<file path="config.mk">
export PLATFORM = sky130hd
export DESIGN_NAME = gripper_indicator
export DESIGN_NICKNAME = d
export VERILOG_FILES = /design/src/shared/indicator_pkg.sv /design/src/rtl/mode_switch_decoder.sv /design/src/rtl/gripper_indicator.sv
export SDC_FILE = /design/constraint.sdc
export NUM_CORES = 1
export LEC_CHECK = 0
export BUFFER_PORTS_ARGS = -buffer_cell sky130_fd_sc_hd__buf_2
export CAP_MARGIN = 20
export CORE_MARGIN = 1
export CORE_UTILIZATION = 38
export DETAILED_ROUTE_END_ITERATION = 6
export GPL_ROUTABILITY_DRIVEN = 0
export PLACE_DENSITY_LB_ADDON = 0.12
export SLEW_MARGIN = 10
export SYNTH_ARGS = -nofsm -noshare
export SYNTH_HDL_FRONTEND = slang
export SYNTH_SLANG_ARGS = --single-unit
</file>
<file path="constraint.sdc">
create_clock -name mclk -period 5.5 [get_ports mclk]
set_input_delay 0.55 -clock mclk [delete_from_list [all_inputs] [get_ports mclk]]
set_output_delay 0.55 -clock mclk [all_outputs]
set_load 0.005 [all_outputs]
</file>
<file path="src/shared/indicator_pkg.sv">
// indicator_pkg: constants and types for the gripper status lamps and the
// converter mode switch decoder.
// assumes a single 25 MHz clock and a synchronous active-high reset.
package indicator_pkg;

  // ****************************************************************
  // timing
  // ****************************************************************
  localparam int unsigned CLK_HZ = 25000000;
  // blink half period in ms, acknowledge pulse in ms
  localparam int unsigned BLINK_HALF_MS = 250;
  localparam int unsigned ACK_PULSE_MS = 40;
  localparam int unsigned BLINK_HALF_CYC = CLK_HZ / 1000 * BLINK_HALF_MS;
  localparam int unsigned ACK_PULSE_CYC = CLK_HZ / 1000 * ACK_PULSE_MS;
  localparam int CNT_W = 24;

  // ****************************************************************
  // switch codes, written as printed (first switch is bit 3)
  // ****************************************************************
  localparam logic [3:0] SW_PARAM_CFG = 4'h0;
  localparam logic [3:0] SW_USB = 4'h8;
  localparam logic [3:0] SW_TCP_CLIENT = 4'h4;
  localparam logic [3:0] SW_TCP_SERVER = 4'hc;
  localparam logic [3:0] SW_RS485 = 4'h2;
  localparam logic [3:0] SW_RS485_MODBUS = 4'ha;
  localparam logic [3:0] SW_IO = 4'h6;
  localparam logic [3:0] SW_CAN = 4'he;

  // number of stored parameter groups reachable over discrete i/o
  localparam int unsigned IO_GROUPS = 4;

  typedef enum logic [2:0]
  {
    MODE_PARAM_CFG,
    MODE_USB,
    MODE_TCP_CLIENT,
    MODE_TCP_SERVER,
    MODE_RS485,
    MODE_RS485_MODBUS,
    MODE_IO,
    MODE_CAN
  } work_mode_t;

endpackage : indicator_pkg

</file>
<file path="src/rtl/mode_switch_decoder.sv">
// mode_switch_decoder: latches the 4-bit mode switch once after reset and
// decodes it into a working mode and the usb-present flag.
// assumes the switch is steady and synchronous to mclk during power-up.
`timescale 1ns/1ps
module mode_switch_decoder
  import indicator_pkg::*;
(
  input wire logic mclk,
  input wire logic reset,
  input wire logic [3:0] mode_switch,
  output work_mode_t work_mode,
  output logic mode_valid,
  output logic usb_enable
);

  // ****************************************************************
  // decode
  // ****************************************************************
  function automatic work_mode_t decode_switch(input logic [3:0] code);
    case (code)
      SW_PARAM_CFG: decode_switch = MODE_PARAM_CFG;
      SW_USB: decode_switch = MODE_USB;
      SW_TCP_CLIENT: decode_switch = MODE_TCP_CLIENT;
      SW_TCP_SERVER: decode_switch = MODE_TCP_SERVER;
      SW_RS485: decode_switch = MODE_RS485;
      SW_RS485_MODBUS: decode_switch = MODE_RS485_MODBUS;
      SW_IO: decode_switch = MODE_IO;
      SW_CAN: decode_switch = MODE_CAN;
      // odd codes are not listed; fall back to configuration mode
      default: decode_switch = MODE_PARAM_CFG;
    endcase
  endfunction : decode_switch

  work_mode_t next_work_mode;
  logic next_mode_valid;
  logic next_usb_enable;

  // capture only on the first cycle after reset; later moves are ignored
  always_comb
  begin
    next_work_mode = work_mode;
    next_mode_valid = mode_valid;
    next_usb_enable = usb_enable;
    if (!mode_valid)
    begin
      // (RL7) switch code decode
      next_work_mode = decode_switch(mode_switch);
      // (RL8) power-up sample only
      next_mode_valid = 1'b1;
      // (RL9) usb gated by mode
      next_usb_enable = (mode_switch == SW_PARAM_CFG) ||
                        (mode_switch == SW_USB);
    end
  end

  always_ff @(posedge mclk)
  begin
    if (reset)
    begin
      work_mode <= MODE_PARAM_CFG;
      mode_valid <= 1'b0;
      usb_enable <= 1'b0;
    end
    else
    begin
      work_mode <= next_work_mode;
      mode_valid <= next_mode_valid;
      usb_enable <= next_usb_enable;
    end
  end

  // ****************************************************************
  // checks
  // ****************************************************************
  property p_mode_hold;
    @(posedge mclk) disable iff (reset)
      $past(mode_valid) |-> $stable(work_mode) && $stable(usb_enable);
  endproperty
  a_mode_hold: assert property (p_mode_hold) // RL8
    else $error("mode changed after power-up capture");

  property p_usb_gate;
    @(posedge mclk) disable iff (reset)
      mode_valid && usb_enable |->
        (work_mode == MODE_PARAM_CFG || work_mode == MODE_USB);
  endproperty
  a_usb_gate: assert property (p_usb_gate) // RL9
    else $error("usb function present in wrong mode");

  // unlisted codes land in configuration mode but keep usb off, so the
  // exact check looks at the raw code taken at capture
  property p_usb_code;
    @(posedge mclk) disable iff (reset)
      !mode_valid |=> usb_enable ==
        ($past(mode_switch) == SW_PARAM_CFG || $past(mode_switch) == SW_USB);
  endproperty
  a_usb_code: assert property (p_usb_code) // RL9
    else $error("usb function does not follow captured code");

  property p_decode_io;
    @(posedge mclk) disable iff (reset)
      !mode_valid && mode_switch == SW_IO |=> work_mode == MODE_IO;
  endproperty
  a_decode_io: assert property (p_decode_io) // RL7
    else $error("io switch code decoded wrongly");

  c_usb_mode: cover property (@(posedge mclk) mode_valid && usb_enable);

endmodule : mode_switch_decoder

</file>
<file path="src/rtl/gripper_indicator.sv">
// gripper_indicator: drives the red, green and blue status lamps from the
// gripper state, gates commands until initialization, and hosts the mode
// switch decoder of the protocol converter.
// assumes status inputs are one-cycle pulses synchronous to mclk.
//
// Behaviour
// (RL1) uninitialized: red blinks, green and blue off
// (RL2) initialized: blue steadily lit, commands accepted
// (RL3) each accepted command gives one short red pulse, blue stays lit
// (RL4) object held: green steady, red and blue forced off
// (RL5) held object lost: green blinks
// (RL6) host must initialize after power-up; uninitialized until done
// (RL7) mode switch decodes into eight working modes
// (RL8) mode switch read only at power-up
// (RL9) usb function present only in configuration or usb mode
// (RL10) discrete i/o mode selects among only four parameter groups
// (RL11) blink and pulse lengths are cycle counts, pulse shorter
`timescale 1ns/1ps
module gripper_indicator
  import indicator_pkg::*;
#(
  parameter int unsigned BLINK_CYC = BLINK_HALF_CYC,
  parameter int unsigned PULSE_CYC = ACK_PULSE_CYC
)
(
  input wire logic mclk,
  input wire logic reset,
  input wire logic init_done,
  input wire logic cmd_valid,
  input wire logic object_held,
  input wire logic object_lost,
  input wire logic [1:0] io_group_sel,
  input wire logic [3:0] mode_switch,
  output logic cmd_accept,
  output logic initialized,
  output logic [1:0] param_group,
  output logic lamp_red,
  output logic lamp_green,
  output logic lamp_blue,
  output work_mode_t work_mode,
  output logic mode_valid,
  output logic usb_enable
);

  typedef enum logic [1:0]
  {
    ST_UNINIT,
    ST_READY,
    ST_HELD,
    ST_DROPPED
  } grip_state_t;

  // ****************************************************************
  // converter mode
  // ****************************************************************
  mode_switch_decoder u_mode
  (
    .mclk(mclk),
    .reset(reset),
    .mode_switch(mode_switch),
    .work_mode(work_mode),
    .mode_valid(mode_valid),
    .usb_enable(usb_enable)
  );

  // ****************************************************************
  // gripper state
  // ****************************************************************
  grip_state_t state;
  grip_state_t next_state;

  // (RL6) commands gated until init
  assign cmd_accept = cmd_valid && (state != ST_UNINIT);
  assign initialized = (state != ST_UNINIT);

  // a loss only counts while holding, so a spurious report stays ignored
  always_comb
  begin
    next_state = state;
    case (state)
      ST_UNINIT:
        // (RL6) leave uninit on completion
        if (init_done)
          next_state = ST_READY;
      ST_READY:
        if (object_held)
          next_state = ST_HELD;
      ST_HELD:
        // (RL5) detect object drop
        if (object_lost)
          next_state = ST_DROPPED;
        else if (cmd_valid)
          next_state = ST_READY;
      ST_DROPPED:
        if (cmd_valid)
          next_state = ST_READY;
      default:
        next_state = ST_UNINIT;
    endcase
  end

  always_ff @(posedge mclk)
  begin
    if (reset)
      state <= ST_UNINIT;
    else
      state <= next_state;
  end

  // ****************************************************************
  // timers
  // ****************************************************************
  logic [CNT_W-1:0] blink_cnt;
  logic [CNT_W-1:0] next_blink_cnt;
  logic blink;
  logic next_blink;
  logic [CNT_W-1:0] pulse_cnt;
  logic [CNT_W-1:0] next_pulse_cnt;

  // (RL11) blink and pulse counters
  always_comb
  begin
    next_blink_cnt = blink_cnt + 1'b1;
    next_blink = blink;
    if (blink_cnt >= CNT_W'(BLINK_CYC - 1))
    begin
      next_blink_cnt = '0;
      next_blink = !blink;
    end
    next_pulse_cnt = pulse_cnt;
    // (RL3) retrigger pulse on command
    if (cmd_accept)
      next_pulse_cnt = CNT_W'(PULSE_CYC);
    else if (pulse_cnt != '0)
      next_pulse_cnt = pulse_cnt - 1'b1;
  end

  always_ff @(posedge mclk)
  begin
    if (reset)
    begin
      blink_cnt <= '0;
      blink <= 1'b0;
      pulse_cnt <= '0;
    end
    else
    begin
      blink_cnt <= next_blink_cnt;
      blink <= next_blink;
      pulse_cnt <= next_pulse_cnt;
    end
  end

  // ****************************************************************
  // lamps and parameter group
  // ****************************************************************
  logic next_red;
  logic next_green;
  logic next_blue;
  logic [1:0] next_param_group;

  // lamps registered so the pins never glitch on state decode
  always_comb
  begin
    next_red = 1'b0;
    next_green = 1'b0;
    next_blue = 1'b0;
    case (state)
      // (RL1) red blink only
      ST_UNINIT: next_red = blink;
      ST_READY:
      begin
        // (RL2) blue steady on
        next_blue = 1'b1;
        // (RL3) red ack pulse
        next_red = (pulse_cnt != '0);
      end
      // (RL4) green only while held
      ST_HELD: next_green = 1'b1;
      // (RL5) green blinks on drop
      ST_DROPPED: next_green = blink;
      default: next_red = 1'b0;
    endcase
    next_param_group = param_group;
    // (RL10) four groups in io mode
    if (work_mode == MODE_IO && mode_valid)
      next_param_group = io_group_sel;
  end

  always_ff @(posedge mclk)
  begin
    if (reset)
    begin
      lamp_red <= 1'b0;
      lamp_green <= 1'b0;
      lamp_blue <= 1'b0;
      param_group <= 2'h0;
    end
    else
    begin
      lamp_red <= next_red;
      lamp_green <= next_green;
      lamp_blue <= next_blue;
      param_group <= next_param_group;
    end
  end

  // ****************************************************************
  // checks
  // ****************************************************************
  property p_uninit_lamps;
    @(posedge mclk) disable iff (reset)
      state == ST_UNINIT ##1 state == ST_UNINIT |-> !lamp_green && !lamp_blue;
  endproperty
  a_uninit_lamps: assert property (p_uninit_lamps) // RL1
    else $error("green or blue lit before init");

  property p_ready_blue;
    @(posedge mclk) disable iff (reset)
      state == ST_READY |=> lamp_blue;
  endproperty
  a_ready_blue: assert property (p_ready_blue) // RL2
    else $error("blue not lit when initialized");

  property p_ack_pulse;
    @(posedge mclk) disable iff (reset)
      cmd_accept && state == ST_READY && !object_held ##1 state == ST_READY
        |=> lamp_red && lamp_blue;
  endproperty
  a_ack_pulse: assert property (p_ack_pulse) // RL3
    else $error("no red acknowledge pulse");

  property p_held_lamps;
    @(posedge mclk) disable iff (reset)
      state == ST_HELD |=> lamp_green && !lamp_red && !lamp_blue;
  endproperty
  a_held_lamps: assert property (p_held_lamps) // RL4
    else $error("held lamps wrong");

  property p_drop;
    @(posedge mclk) disable iff (reset)
      state == ST_HELD && object_lost |=> state == ST_DROPPED;
  endproperty
  a_drop: assert property (p_drop) // RL5
    else $error("drop not reported");

  property p_gate;
    @(posedge mclk) disable iff (reset)
      state == ST_UNINIT |-> !cmd_accept;
  endproperty
  a_gate: assert property (p_gate) // RL6
    else $error("command accepted before init");

  property p_pulse_short;
    @(posedge mclk) disable iff (reset)
      pulse_cnt <= CNT_W'(PULSE_CYC) && PULSE_CYC < BLINK_CYC;
  endproperty
  a_pulse_short: assert property (p_pulse_short) // RL11
    else $error("pulse not shorter than blink");

  property p_group;
    @(posedge mclk) disable iff (reset)
      mode_valid && work_mode == MODE_IO |=> param_group == $past(io_group_sel);
  endproperty
  a_group: assert property (p_group) // RL10
    else $error("parameter group not followed");

  c_init: cover property (@(posedge mclk) state == ST_UNINIT && init_done);
  c_ack: cover property (@(posedge mclk) cmd_accept);
  c_held: cover property (@(posedge mclk) state == ST_HELD);
  c_drop: cover property (@(posedge mclk) state == ST_DROPPED && lamp_green);

endmodule : gripper_indicator

</file>
==> results of run 1 <==
[power by group through the flow]
| stage | sequential (mW) | combinational, mW | clock (mW) |
|---|---|---|---|
| after floorplan | 0.594 | 0.483 | 0 |
| after global placement | 0.615 | 0.579 | 0 |
| after detailed placement | 0.618 | 0.575 | 0 |
| after CTS | 0.608 | 0.580 | 0.368 |
| after global routing | 0.624 | 0.668 | 0.386 |
| final | 0.611 | 0.592 | 0.352 |
[routing by layer]
metal | wire (µm) | share of wire, % | GRT usage [%] | up-vias
met2 | 2217 | 40 | 22.26 | 29
met3 | 151 | 2.7 | 3.048 | 9
met4 | 104 | 1.9 | 9.091 | 0
met5 | 0 | 0 | 0 | -
met1 | 3043 | 55 | 23.29 | 986
li1 | - | - | - | 1161
[registers in the layout, indices dropped and copies added, names as in the netlist]
register / count
blink_cnt: 24
lamp_blue: 1
pulse_cnt: 24
blink: 1
state: 2
lamp_green: 1
lamp_red: 1
u_mode.mode_valid: 1
u_mode.work_mode: 3
u_mode.usb_enable: 1
param_group: 2
[worst reg2reg max path, delay by kind of cell, from the launching register on]
| kind | cells | cell delay [ns] |
|---|---|---|
| AO/OA/AOI/OAI | 2 | 0.65 |
| buffers and inverters | 1 | 0.26 |
| flip-flops | 1 | 0.34 |
| AND/OR/NAND/NOR | 3 | 1.27 |
[layout by cell type (no fill, tap or decap), types with 4 or more instances in the layout]
cell      synthesis  routed
inv_1             7       7
clkbuf_8          1      11
nor4_1           10      10
xor2_1           20      20
o21ai_0           8       8
a21oi_1          17      17
buf_2             1      23
nor3_1            8       8
nand3_1           6       6
nor2_1           52      52
nand4_1           5       5
o211ai_1          8       8
nand4b_1          4       4
or4_1             7       7
or2_2             6       6
dfxtp_1          61      61
xnor2_1          13      13
nand2_1          16      16
o31ai_1           4       4
[cell families (layout without fill, tap and decap cells)]
logic type      after synthesis  in the layout
simple gates                141            141
flops                        61             61
compound gates               50             50
xor+xnor                     33             33
buf+inv                      17             48
fa+ha+maj                     3              3
mux                           3              3
other cells                   1              1
[through the flow]
stage                     setup slack (ns)  instance area [µm²]  util [%]
final                                2.843                 3110     45.28
after global routing                 2.549                 3110     45.28
after CTS                            2.586                 3103     45.17
after detailed placement             2.594                 2925     42.59
after global placement               2.689                 2925     42.59
after floorplan                      3.120                 2731         -
[worst max path at each step]
stage,from,endpoint,slack [ns]
floorplan,pulse_cnt[4],pulse_cnt[21],3.12
global route,pulse_cnt[14],pulse_cnt[23],2.55
global placement,pulse_cnt[15],pulse_cnt[13],2.69
detailed placement,pulse_cnt[15],pulse_cnt[5],2.59
CTS,pulse_cnt[15],pulse_cnt[5],2.59
finish,pulse_cnt[15],pulse_cnt[5],2.84
[layout make-up]
class | count | area (µm²)
Clock inverter | 4 | 22.52
Sequential cell | 61 | 1221
Multi-Input combinational cell | 231 | 1435
Timing Repair Buffer | 25 | 130.1
Inverter | 7 | 26.28
Fill cell | 675 | 3759
Clock buffer | 12 | 155.1
Tap cell | 96 | 120.1
==> out/qor.yml, run 1 <==
yosys:
  synth.top_cell.area_share_pct: 44.71
  synthArstFlopShare_pct: 0
  yosys.area_share.xor_xnor_pct: 10.58
  ys_top_cells_by_area: "dfxtp_1 (45%), nor2_1 (7.1%), xor2_1 (6.4%)"
  synth_cells: 309
  synth_top_family_by_area: "simple AND/OR/NAND/NOR gates"
  yosys.area.top_type: "dfxtp_1"
  synth.most_common_cell: "dfxtp_1"
  synth_edf_count: 0
  synth.area.mux_share_pct: 1.099
  synthFlopType: "dfxtp_1"
  synth-compound-area-share_pct: 11.64
  yosysUniqueCellTypes: 48
  synth-adder-area-share_pct: 1.374
  ys_seq_area_share_pct: 44.71
  netlist_area_um2: 2731
  ys_seq_elements: 61
  ys.warnings.count: 0
  syn_area_per_cell_um2: 8.839
  synth_common_cells: "dfxtp_1 (61), nor2_1 (52), xor2_1 (20)"
  synth-simple-area-share_pct: 27.71
  synth.net_count: 324
placement:
  port_buffers: 23
  dp_hpwl_mm: 3.691
  post-place-cells: 419
timing:
  clock_skew_ns: 0.008560
  rsz0062_at_grt: "no"
  max_freq_mhz: 376.4
  relSlewSlack_pct: 51.50
  finalSetupViolations: 0
  timing.hold.ws_ns: 0.4486
  timing.final.hold_violations: 0
  fin_crit_ns: 2.657
  worst_pin_slew_ns: 0.7209
  fin_setup_tns_ns: 0
  report.final.slew_viol_count: 0
  fin_crit_sh_pct: 48.31
critical_path:
  path_max_fanout: 12
  slowest_stage: "nor4_1"
  r2r-start: "pulse_cnt[15]"
  reg2reg_depth: 6
  path_class: "reg -> reg"
  cp.required_ns: 5.69
  critPathBufInv: 1
  reg2reg_to: "pulse_cnt[5]"
  r2r_slack_ns: 2.84
  cp.depth: 6
  start_kind: "flop"
  crit_chain: "nor4_1, nand4b_1, o211ai_1, buf_4, or4_2, a21oi_1"
  cp-end-kind: "flop"
  cp_slowest_stage_delay_ns: 0.66
  arrival_ns: 2.84
  cp_top_family: "simple AND/OR/NAND/NOR gates"
cts:
  clock_latency_ns: 0.33
  cts_resized: 0
  cts_tree: "built"
  cts_buffers: 9
  clk_pin_slew_ns: 0.07
  cts_sinks: 61
  cts_setup_buffers: 0
  cts_hold_buf: 0
  htree_levels: 3
  cts-root-buf: "clkbuf_8"
  cts_buffer_depth: 2
global_routing:
  grt_first_pass_wirelength_mm: 9.432
  grt_pass1_vias: 1996
  grt_start_max_net_pins: 24
  antenna_found_initial: 0
  grt_overflow: 0
  grt.total_usage_pct: 16.13
floorplanning:
  dieArea_um2: 7531
  core-area_um2: 6869
  initial_utilization_pct: 39.76
  die_x_um: 86.78
  num_rows: 30
  die_y_um: 86.78
  io_pins: 24
drt:
  vias: 2185
  vias_per_cell: 5.011
  wl_mm: 5.517
  ant_nets: 0
  drc: 0
  drtPass1Iterations: 4
  routedWlPerCell_um: 12.65
  drt_iter0_drc: 140
power:
  p_int_mw: 0.9610
  ir_worst_vdd_v: 0.0002025
  p_per_area_nw_per_um2: 499.9
  seq_power_share_pct: 39.3
  p_leak_nw: 1.176
  sw_frac_of_total_pct: 38.19
  p_comb_share_pct: 38.1
  p_total_mw: 1.555
  power_switching_mw: 0.5939
  pwr-share-clk_pct: 22.6
layout:
  finalNonFillerCells: 436
  num-nets-final: 350
  drive_gt1_share_pct: 16.47
  antennaDiodeCount: 0
  areaGrowthSynthToFinish_pct: 13.88
worst_hold_path:
  holdPathStages: 1
  hold_path.class: "reg -> reg"
  hp-start: "blink_cnt[0]"
  holdPathEnd: "blink_cnt[0]"
run:
  max_cap_viol_count: 0
status:
  status: "complete, no violations"
(Power assumes the default switching activity.)
==> run 2, diff against run 1 <==
clock period = 2.15 ns   (was 5.5 ns; I/O delays follow)
==> out/qor.yml, run 2 (synthesis results as in run 1) <==
status:
  status: "finished, violations left"
  violations: "setup timing"
drt:
  vias_per_cell: 4.941  # -1.4%
  drc: 0  # unchanged
  drtPass1Iterations: 4  # unchanged
  drt_iter0_drc: 118  # -16%
  vias: 2332  # +6.7%
  routedWlPerCell_um: 12.62  # -0.28%
  wl_mm: 5.956  # +8.0%
  ant_nets: 0  # unchanged
layout:
  layout_commonest_cell: "dfxtp_1"
  areaGrowthSynthToFinish_pct: 28.31
  fillers: 657  # -2.7%
  multiInputGateArea_um2: 1486  # +3.6%
  num-nets-final: 386  # +10%
  top_regs: "blink_cnt: 24 flops, pulse_cnt: 24 flops, u_mode.work_mode: 3 flops"
  fin_util_pct: 51.02  # +5.7 points
  drive_gt1_share_pct: 27.93  # +11 points
  ff_latch_area_um2: 1224  # +0.20%
  finalNonFillerCells: 472  # +8.3%
  antennaDiodeCount: 0  # unchanged
  most-common-layout-cells: "dfxtp_1 (59), nor2_1 (51), buf_4 (34)"
global_routing:
  grt.total_usage_pct: 16.88  # +0.75 points
  grt_overflow: 0  # unchanged
  grt_start_max_net_pins: 24  # unchanged
  grt_pass1_vias: 2071  # +3.8%
  antenna_found_initial: 0  # unchanged
  grt_first_pass_wirelength_mm: 9.646  # +2.3%
timing:
  relSlewSlack_pct: 65.93  # +14 points
  clock_skew_ns: 0.006423  # -0.002137 ns
  setup_ws_ns: -0.2219  # -3.065 ns
  report.final.slew_viol_count: 0  # unchanged
  rsz0062_at_grt: "yes"
  worst_pin_slew_ns: 0.5071  # -0.2137 ns
  fin_crit_sh_pct: 110.3  # +62 points
  max_freq_mhz: 421.6  # +12%
  timing.final.hold_violations: 0  # unchanged
  fin_crit_ns: 2.372  # -0.2850 ns
  finalSetupViolations: 5  # +5
  fin_setup_tns_ns: -0.8672  # -0.8672 ns
power:
  p_int_mw: 3.311  # +240%
  sw_frac_of_total_pct: 35.34  # -2.9 points
  p_comb_share_pct: 48.6  # +10 points
  p_leak_nw: 1.374  # +17%
  seq_power_share_pct: 29.4  # -9.9 points
  p_total_mw: 5.121  # +230%
  power_switching_mw: 1.810  # +200%
  p_per_area_nw_per_um2: 1461  # +190%
  ir_worst_vdd_v: 0.0005483  # +170%
  pwr-share-clk_pct: 22.1  # -0.5 points
critical_path:
  r2r-start: "pulse_cnt[6]"
  crit_start: "pulse_cnt[6]"
  cp-end-kind: "flop"
  reg2reg_to: "pulse_cnt[21]"
  cp.required_ns: 2.43  # -3.26 ns
  path_max_fanout: 5  # -7
  reg2reg_depth: 5  # -1
  arrival_ns: 2.65  # -0.19 ns
  r2r_slack_ns: -0.22  # -3.07 ns
  path_class: "reg -> reg"
  cp-endpoint: "pulse_cnt[21]"
  start_kind: "flop"
cts:
  cts_buffer_depth: 2  # unchanged
  cts_buffers: 9  # unchanged
  clock_latency_ns: 0.34  # about the same
  cts_tree: "built"
  cts_sinks: 61  # unchanged
  clk_pin_slew_ns: 0.07  # about the same
  htree_levels: 3  # unchanged
  cts-root-buf: "clkbuf_8"
  cts_hold_buf: 0  # unchanged
floorplanning:
  die_y_um: 86.78  # unchanged
  die_x_um: 86.78  # unchanged
  num_rows: 30  # unchanged
  initial_utilization_pct: 39.76  # unchanged
  dieArea_um2: 7531  # unchanged
  core-area_um2: 6869  # unchanged
  io_pins: 24  # unchanged
placement:
  port_buffers: 23  # unchanged
  post-place-cells: 448  # +6.9%
  dp_hpwl_mm: 4.014  # +8.7%
worst_hold_path:
  hp-start: "io_group_sel[0]"
  hold_path.class: "in -> reg"
run:
  max_cap_viol_count: 0  # unchanged
run 2: worst min path at each step:
stage,endpoint,depth (start not counted)
2_1_floorplan,u_mode.mode_valid,1
4_1_cts,u_mode.work_mode[0],3
5_1_grt,param_group[0],3
3_5_place_dp,blink_cnt[0],1
3_3_place_gp,blink_cnt[0],1
6_report,param_group[0],3
run 2: stage by stage:
step | cell area, µm² | hold WS [ns] | setup WS, ns
2_1_floorplan | 2735 | 0.3226 | -0.1858
3_3_place_gp | 3159 | 0.4279 | -0.1944
3_5_place_dp | 3159 | 0.4427 | -0.2220
4_1_cts | 3387 | 0.09236 | -0.2219
5_1_grt | 3505 | 0.09223 | -0.2723
6_report | 3505 | 0.1034 | -0.2219
run 2: final cells by class:
type | instances | share of cell area (%)
well taps | 96 | 3.427
inverters | 7 | 0.7497
clock inverters | 7 | 2.856
repair buffers | 61 | 12.10
clock buffers | 9 | 3.534
multi-input cells | 231 | 42.41
flip-flops and latches | 61 | 34.92
run 2: power groups by stage:
stage	registers, mW	clock network (mW)	logic [mW]
after floorplan	1.52	0	1.25
after global placement	1.51	0	2.00
after detailed placement	1.52	0	2.00
after CTS	1.50	1.16	2.02
after global routing	1.54	1.22	2.72
final	1.50	1.13	2.49
run 2: critical path, cell delays in order (launching register included):
cell and delay [ns]:
dfxtp_2 0.32, or4_4 0.53, or4_4 0.56, or4_4 0.43, or4_1 0.40, o21ai_1 0.08
run 2: layer usage:
layer | vias up | global-route usage [%] | routed length [µm]
met5 | - | 0 | 0
met4 | 0 | 9.091 | 106
met3 | 9 | 3.714 | 209
met2 | 38 | 22.91 | 2442
met1 | 1057 | 24.56 | 3198
li1 | 1228 | - | -
run 2: repair_timing:
| item | 4_1_cts | 5_1_grt |
|---|---|---|
| endpoints found under the setup margin | 6 | 19 |
| cloned | 0 | 1 |
| pin swaps | 0 | 17 |
| gates resized for setup | 2 | 20 |
| buffers inserted | 0 | 8 |
==> run 3, diff against run 2 <==
clock period = 2.24 ns   (was 2.15 ns; I/O delays follow)
==> out/qor.yml, run 3 (synthesis results as in run 1) <==
status:
  status: "finished, violations left"
  violations: "setup timing"
floorplanning:
  die_y_um: 86.78  # unchanged
  num_rows: 30  # unchanged
  die_x_um: 86.78  # unchanged
  dieArea_um2: 7531  # unchanged
  initial_utilization_pct: 39.76  # unchanged
  core-area_um2: 6869  # unchanged
  io_pins: 24  # unchanged
timing:
  max_freq_mhz: 419.9  # -0.41%
  report.final.slew_viol_count: 0  # unchanged
  fin_setup_tns_ns: -0.2984  # +0.5688 ns
  finalSetupViolations: 4  # -1
  relSlewSlack_pct: 65.01  # -0.92 points
  fin_crit_ns: 2.382  # +0.009816 ns
  clock_skew_ns: 0.003663  # -0.002759 ns
  worst_pin_slew_ns: 0.5209  # +0.01376 ns
  setup_ws_ns: -0.1417  # +0.08018 ns
  fin_crit_sh_pct: 106.3  # -4.0 points
  rsz0062_at_grt: "yes"
  timing.final.hold_violations: 0  # unchanged
layout:
  num-nets-final: 377  # -2.3%
  fillers: 657  # unchanged
  layout_commonest_cell: "dfxtp_1"
  multiInputGateArea_um2: 1471  # -1.0%
  top_regs: "blink_cnt: 24 flops, pulse_cnt: 24 flops, u_mode.work_mode: 3 flops"
  areaGrowthSynthToFinish_pct: 23.36
  most-common-layout-cells: "dfxtp_1 (59), nor2_1 (52), buf_4 (28)"
  antennaDiodeCount: 0  # unchanged
  drive_gt1_share_pct: 25.34  # -2.6 points
  ff_latch_area_um2: 1224  # unchanged
drt:
  routedWlPerCell_um: 12.85  # +1.8%
  drtPass1Iterations: 4  # unchanged
  drc: 0  # unchanged
  drt_iter0_drc: 87  # -26%
  ant_nets: 0  # unchanged
  vias: 2335  # +0.13%
  wl_mm: 5.948  # -0.13%
  vias_per_cell: 5.043  # +2.1%
power:
  p_leak_nw: 1.335  # -2.8%
  p_per_area_nw_per_um2: 1339  # -8.4%
  ir_worst_vdd_v: 0.0004693  # -14%
cts:
  cts_hold_buf: 0  # unchanged
  clk_pin_slew_ns: 0.07  # about the same
  cts_sinks: 61  # unchanged
  cts_buffer_depth: 2  # unchanged
  htree_levels: 3  # unchanged
  clock_latency_ns: 0.33  # about the same
  cts-root-buf: "clkbuf_8"
  cts_buffers: 9  # unchanged
  cts_tree: "built"
run:
  max_cap_viol_count: 0  # unchanged
worst_hold_path:
  hold_path.class: "in -> reg"
  hp-start: "io_group_sel[0]"
global_routing:
  antenna_found_initial: 0  # unchanged
  grt_first_pass_wirelength_mm: 10.09  # +4.6%
  grt.total_usage_pct: 17.08  # +0.20 points
  grt_start_max_net_pins: 24  # unchanged
  grt_pass1_vias: 2193  # +5.9%
  grt_overflow: 0  # unchanged
critical_path:
  crit_start: "pulse_cnt[10]"
  cp-end-kind: "flop"
  path_max_fanout: 5  # unchanged
  r2r-start: "pulse_cnt[10]"
  start_kind: "flop"
  cp.required_ns: 2.51  # +0.08 ns
  arrival_ns: 2.65  # about the same
  path_class: "reg -> reg"
placement:
  port_buffers: 23  # unchanged
  dp_slack_ns: -0.1556  # +0.06645 ns
  dp_hpwl_mm: 4.033  # +0.48%
==> run 3: metrics by stage <==
step | cells | hold slack [ns] | total power, mW | cell area (µm²) | utilization, %
finish | 463 | 0.1277 | 4.512 | 3369 | 49.05
detailed placement | 441 | 0.4458 | 3.263 | 3090 | 44.99
global placement | 441 | 0.4325 | 3.252 | 3090 | 44.99
global route | 463 | 0.1342 | 4.838 | 3369 | 49.05
floorplan | 309 | 0.3316 | 2.644 | 2731 | -
CTS | 458 | 0.1199 | 4.311 | 3303 | 48.09
==> run 3: timing repair <==
action	in CTS	in global routing
gates cloned	0	0
endpoints found under the setup margin	3	27
buffers inserted	1	5
gates resized for setup	4	9
pin swaps	3	4
==> run 3: layout make-up <==
class	count	area share, %
inverter	7	0.7798
clock inverter	5	1.485
sequential	61	36.32
multi-input combinational	231	43.67
timing repair buffer	52	9.989
tap	96	3.565
clock buffer	11	4.196
==> run 3: final timing paths <==
kind                                  endpoint  slack (ns)  cells after the start
worst min-delay path            param_group[0]        0.13                      3
worst max register to register   pulse_cnt[21]       -0.14                      5
worst max-delay path             pulse_cnt[21]       -0.14                      5
worst min register to register    blink_cnt[0]        0.45                      1
==> run 3: metal layers <==
metal	global-route usage (%)	routed length, µm
met5	0	0
met4	8.182	63
met3	3.905	204
met2	24.55	2559
met1	23.97	3121
==> run 3: critical path, cell delays in order (launching register included) <==
cell     delay (ns)
dfxtp_2        0.32
or4_4          0.55
or4_4          0.54
or4_4          0.43
or4_4          0.42
o21ai_2        0.06
==> run 3: where the power goes <==
group          internal [mW]  switching [mW]  leakage (nW)
clock network          0.537           0.422         0.103
registers               1.29           0.145         0.499
logic                   1.08            1.04         0.733
total                   2.90            1.61          1.33
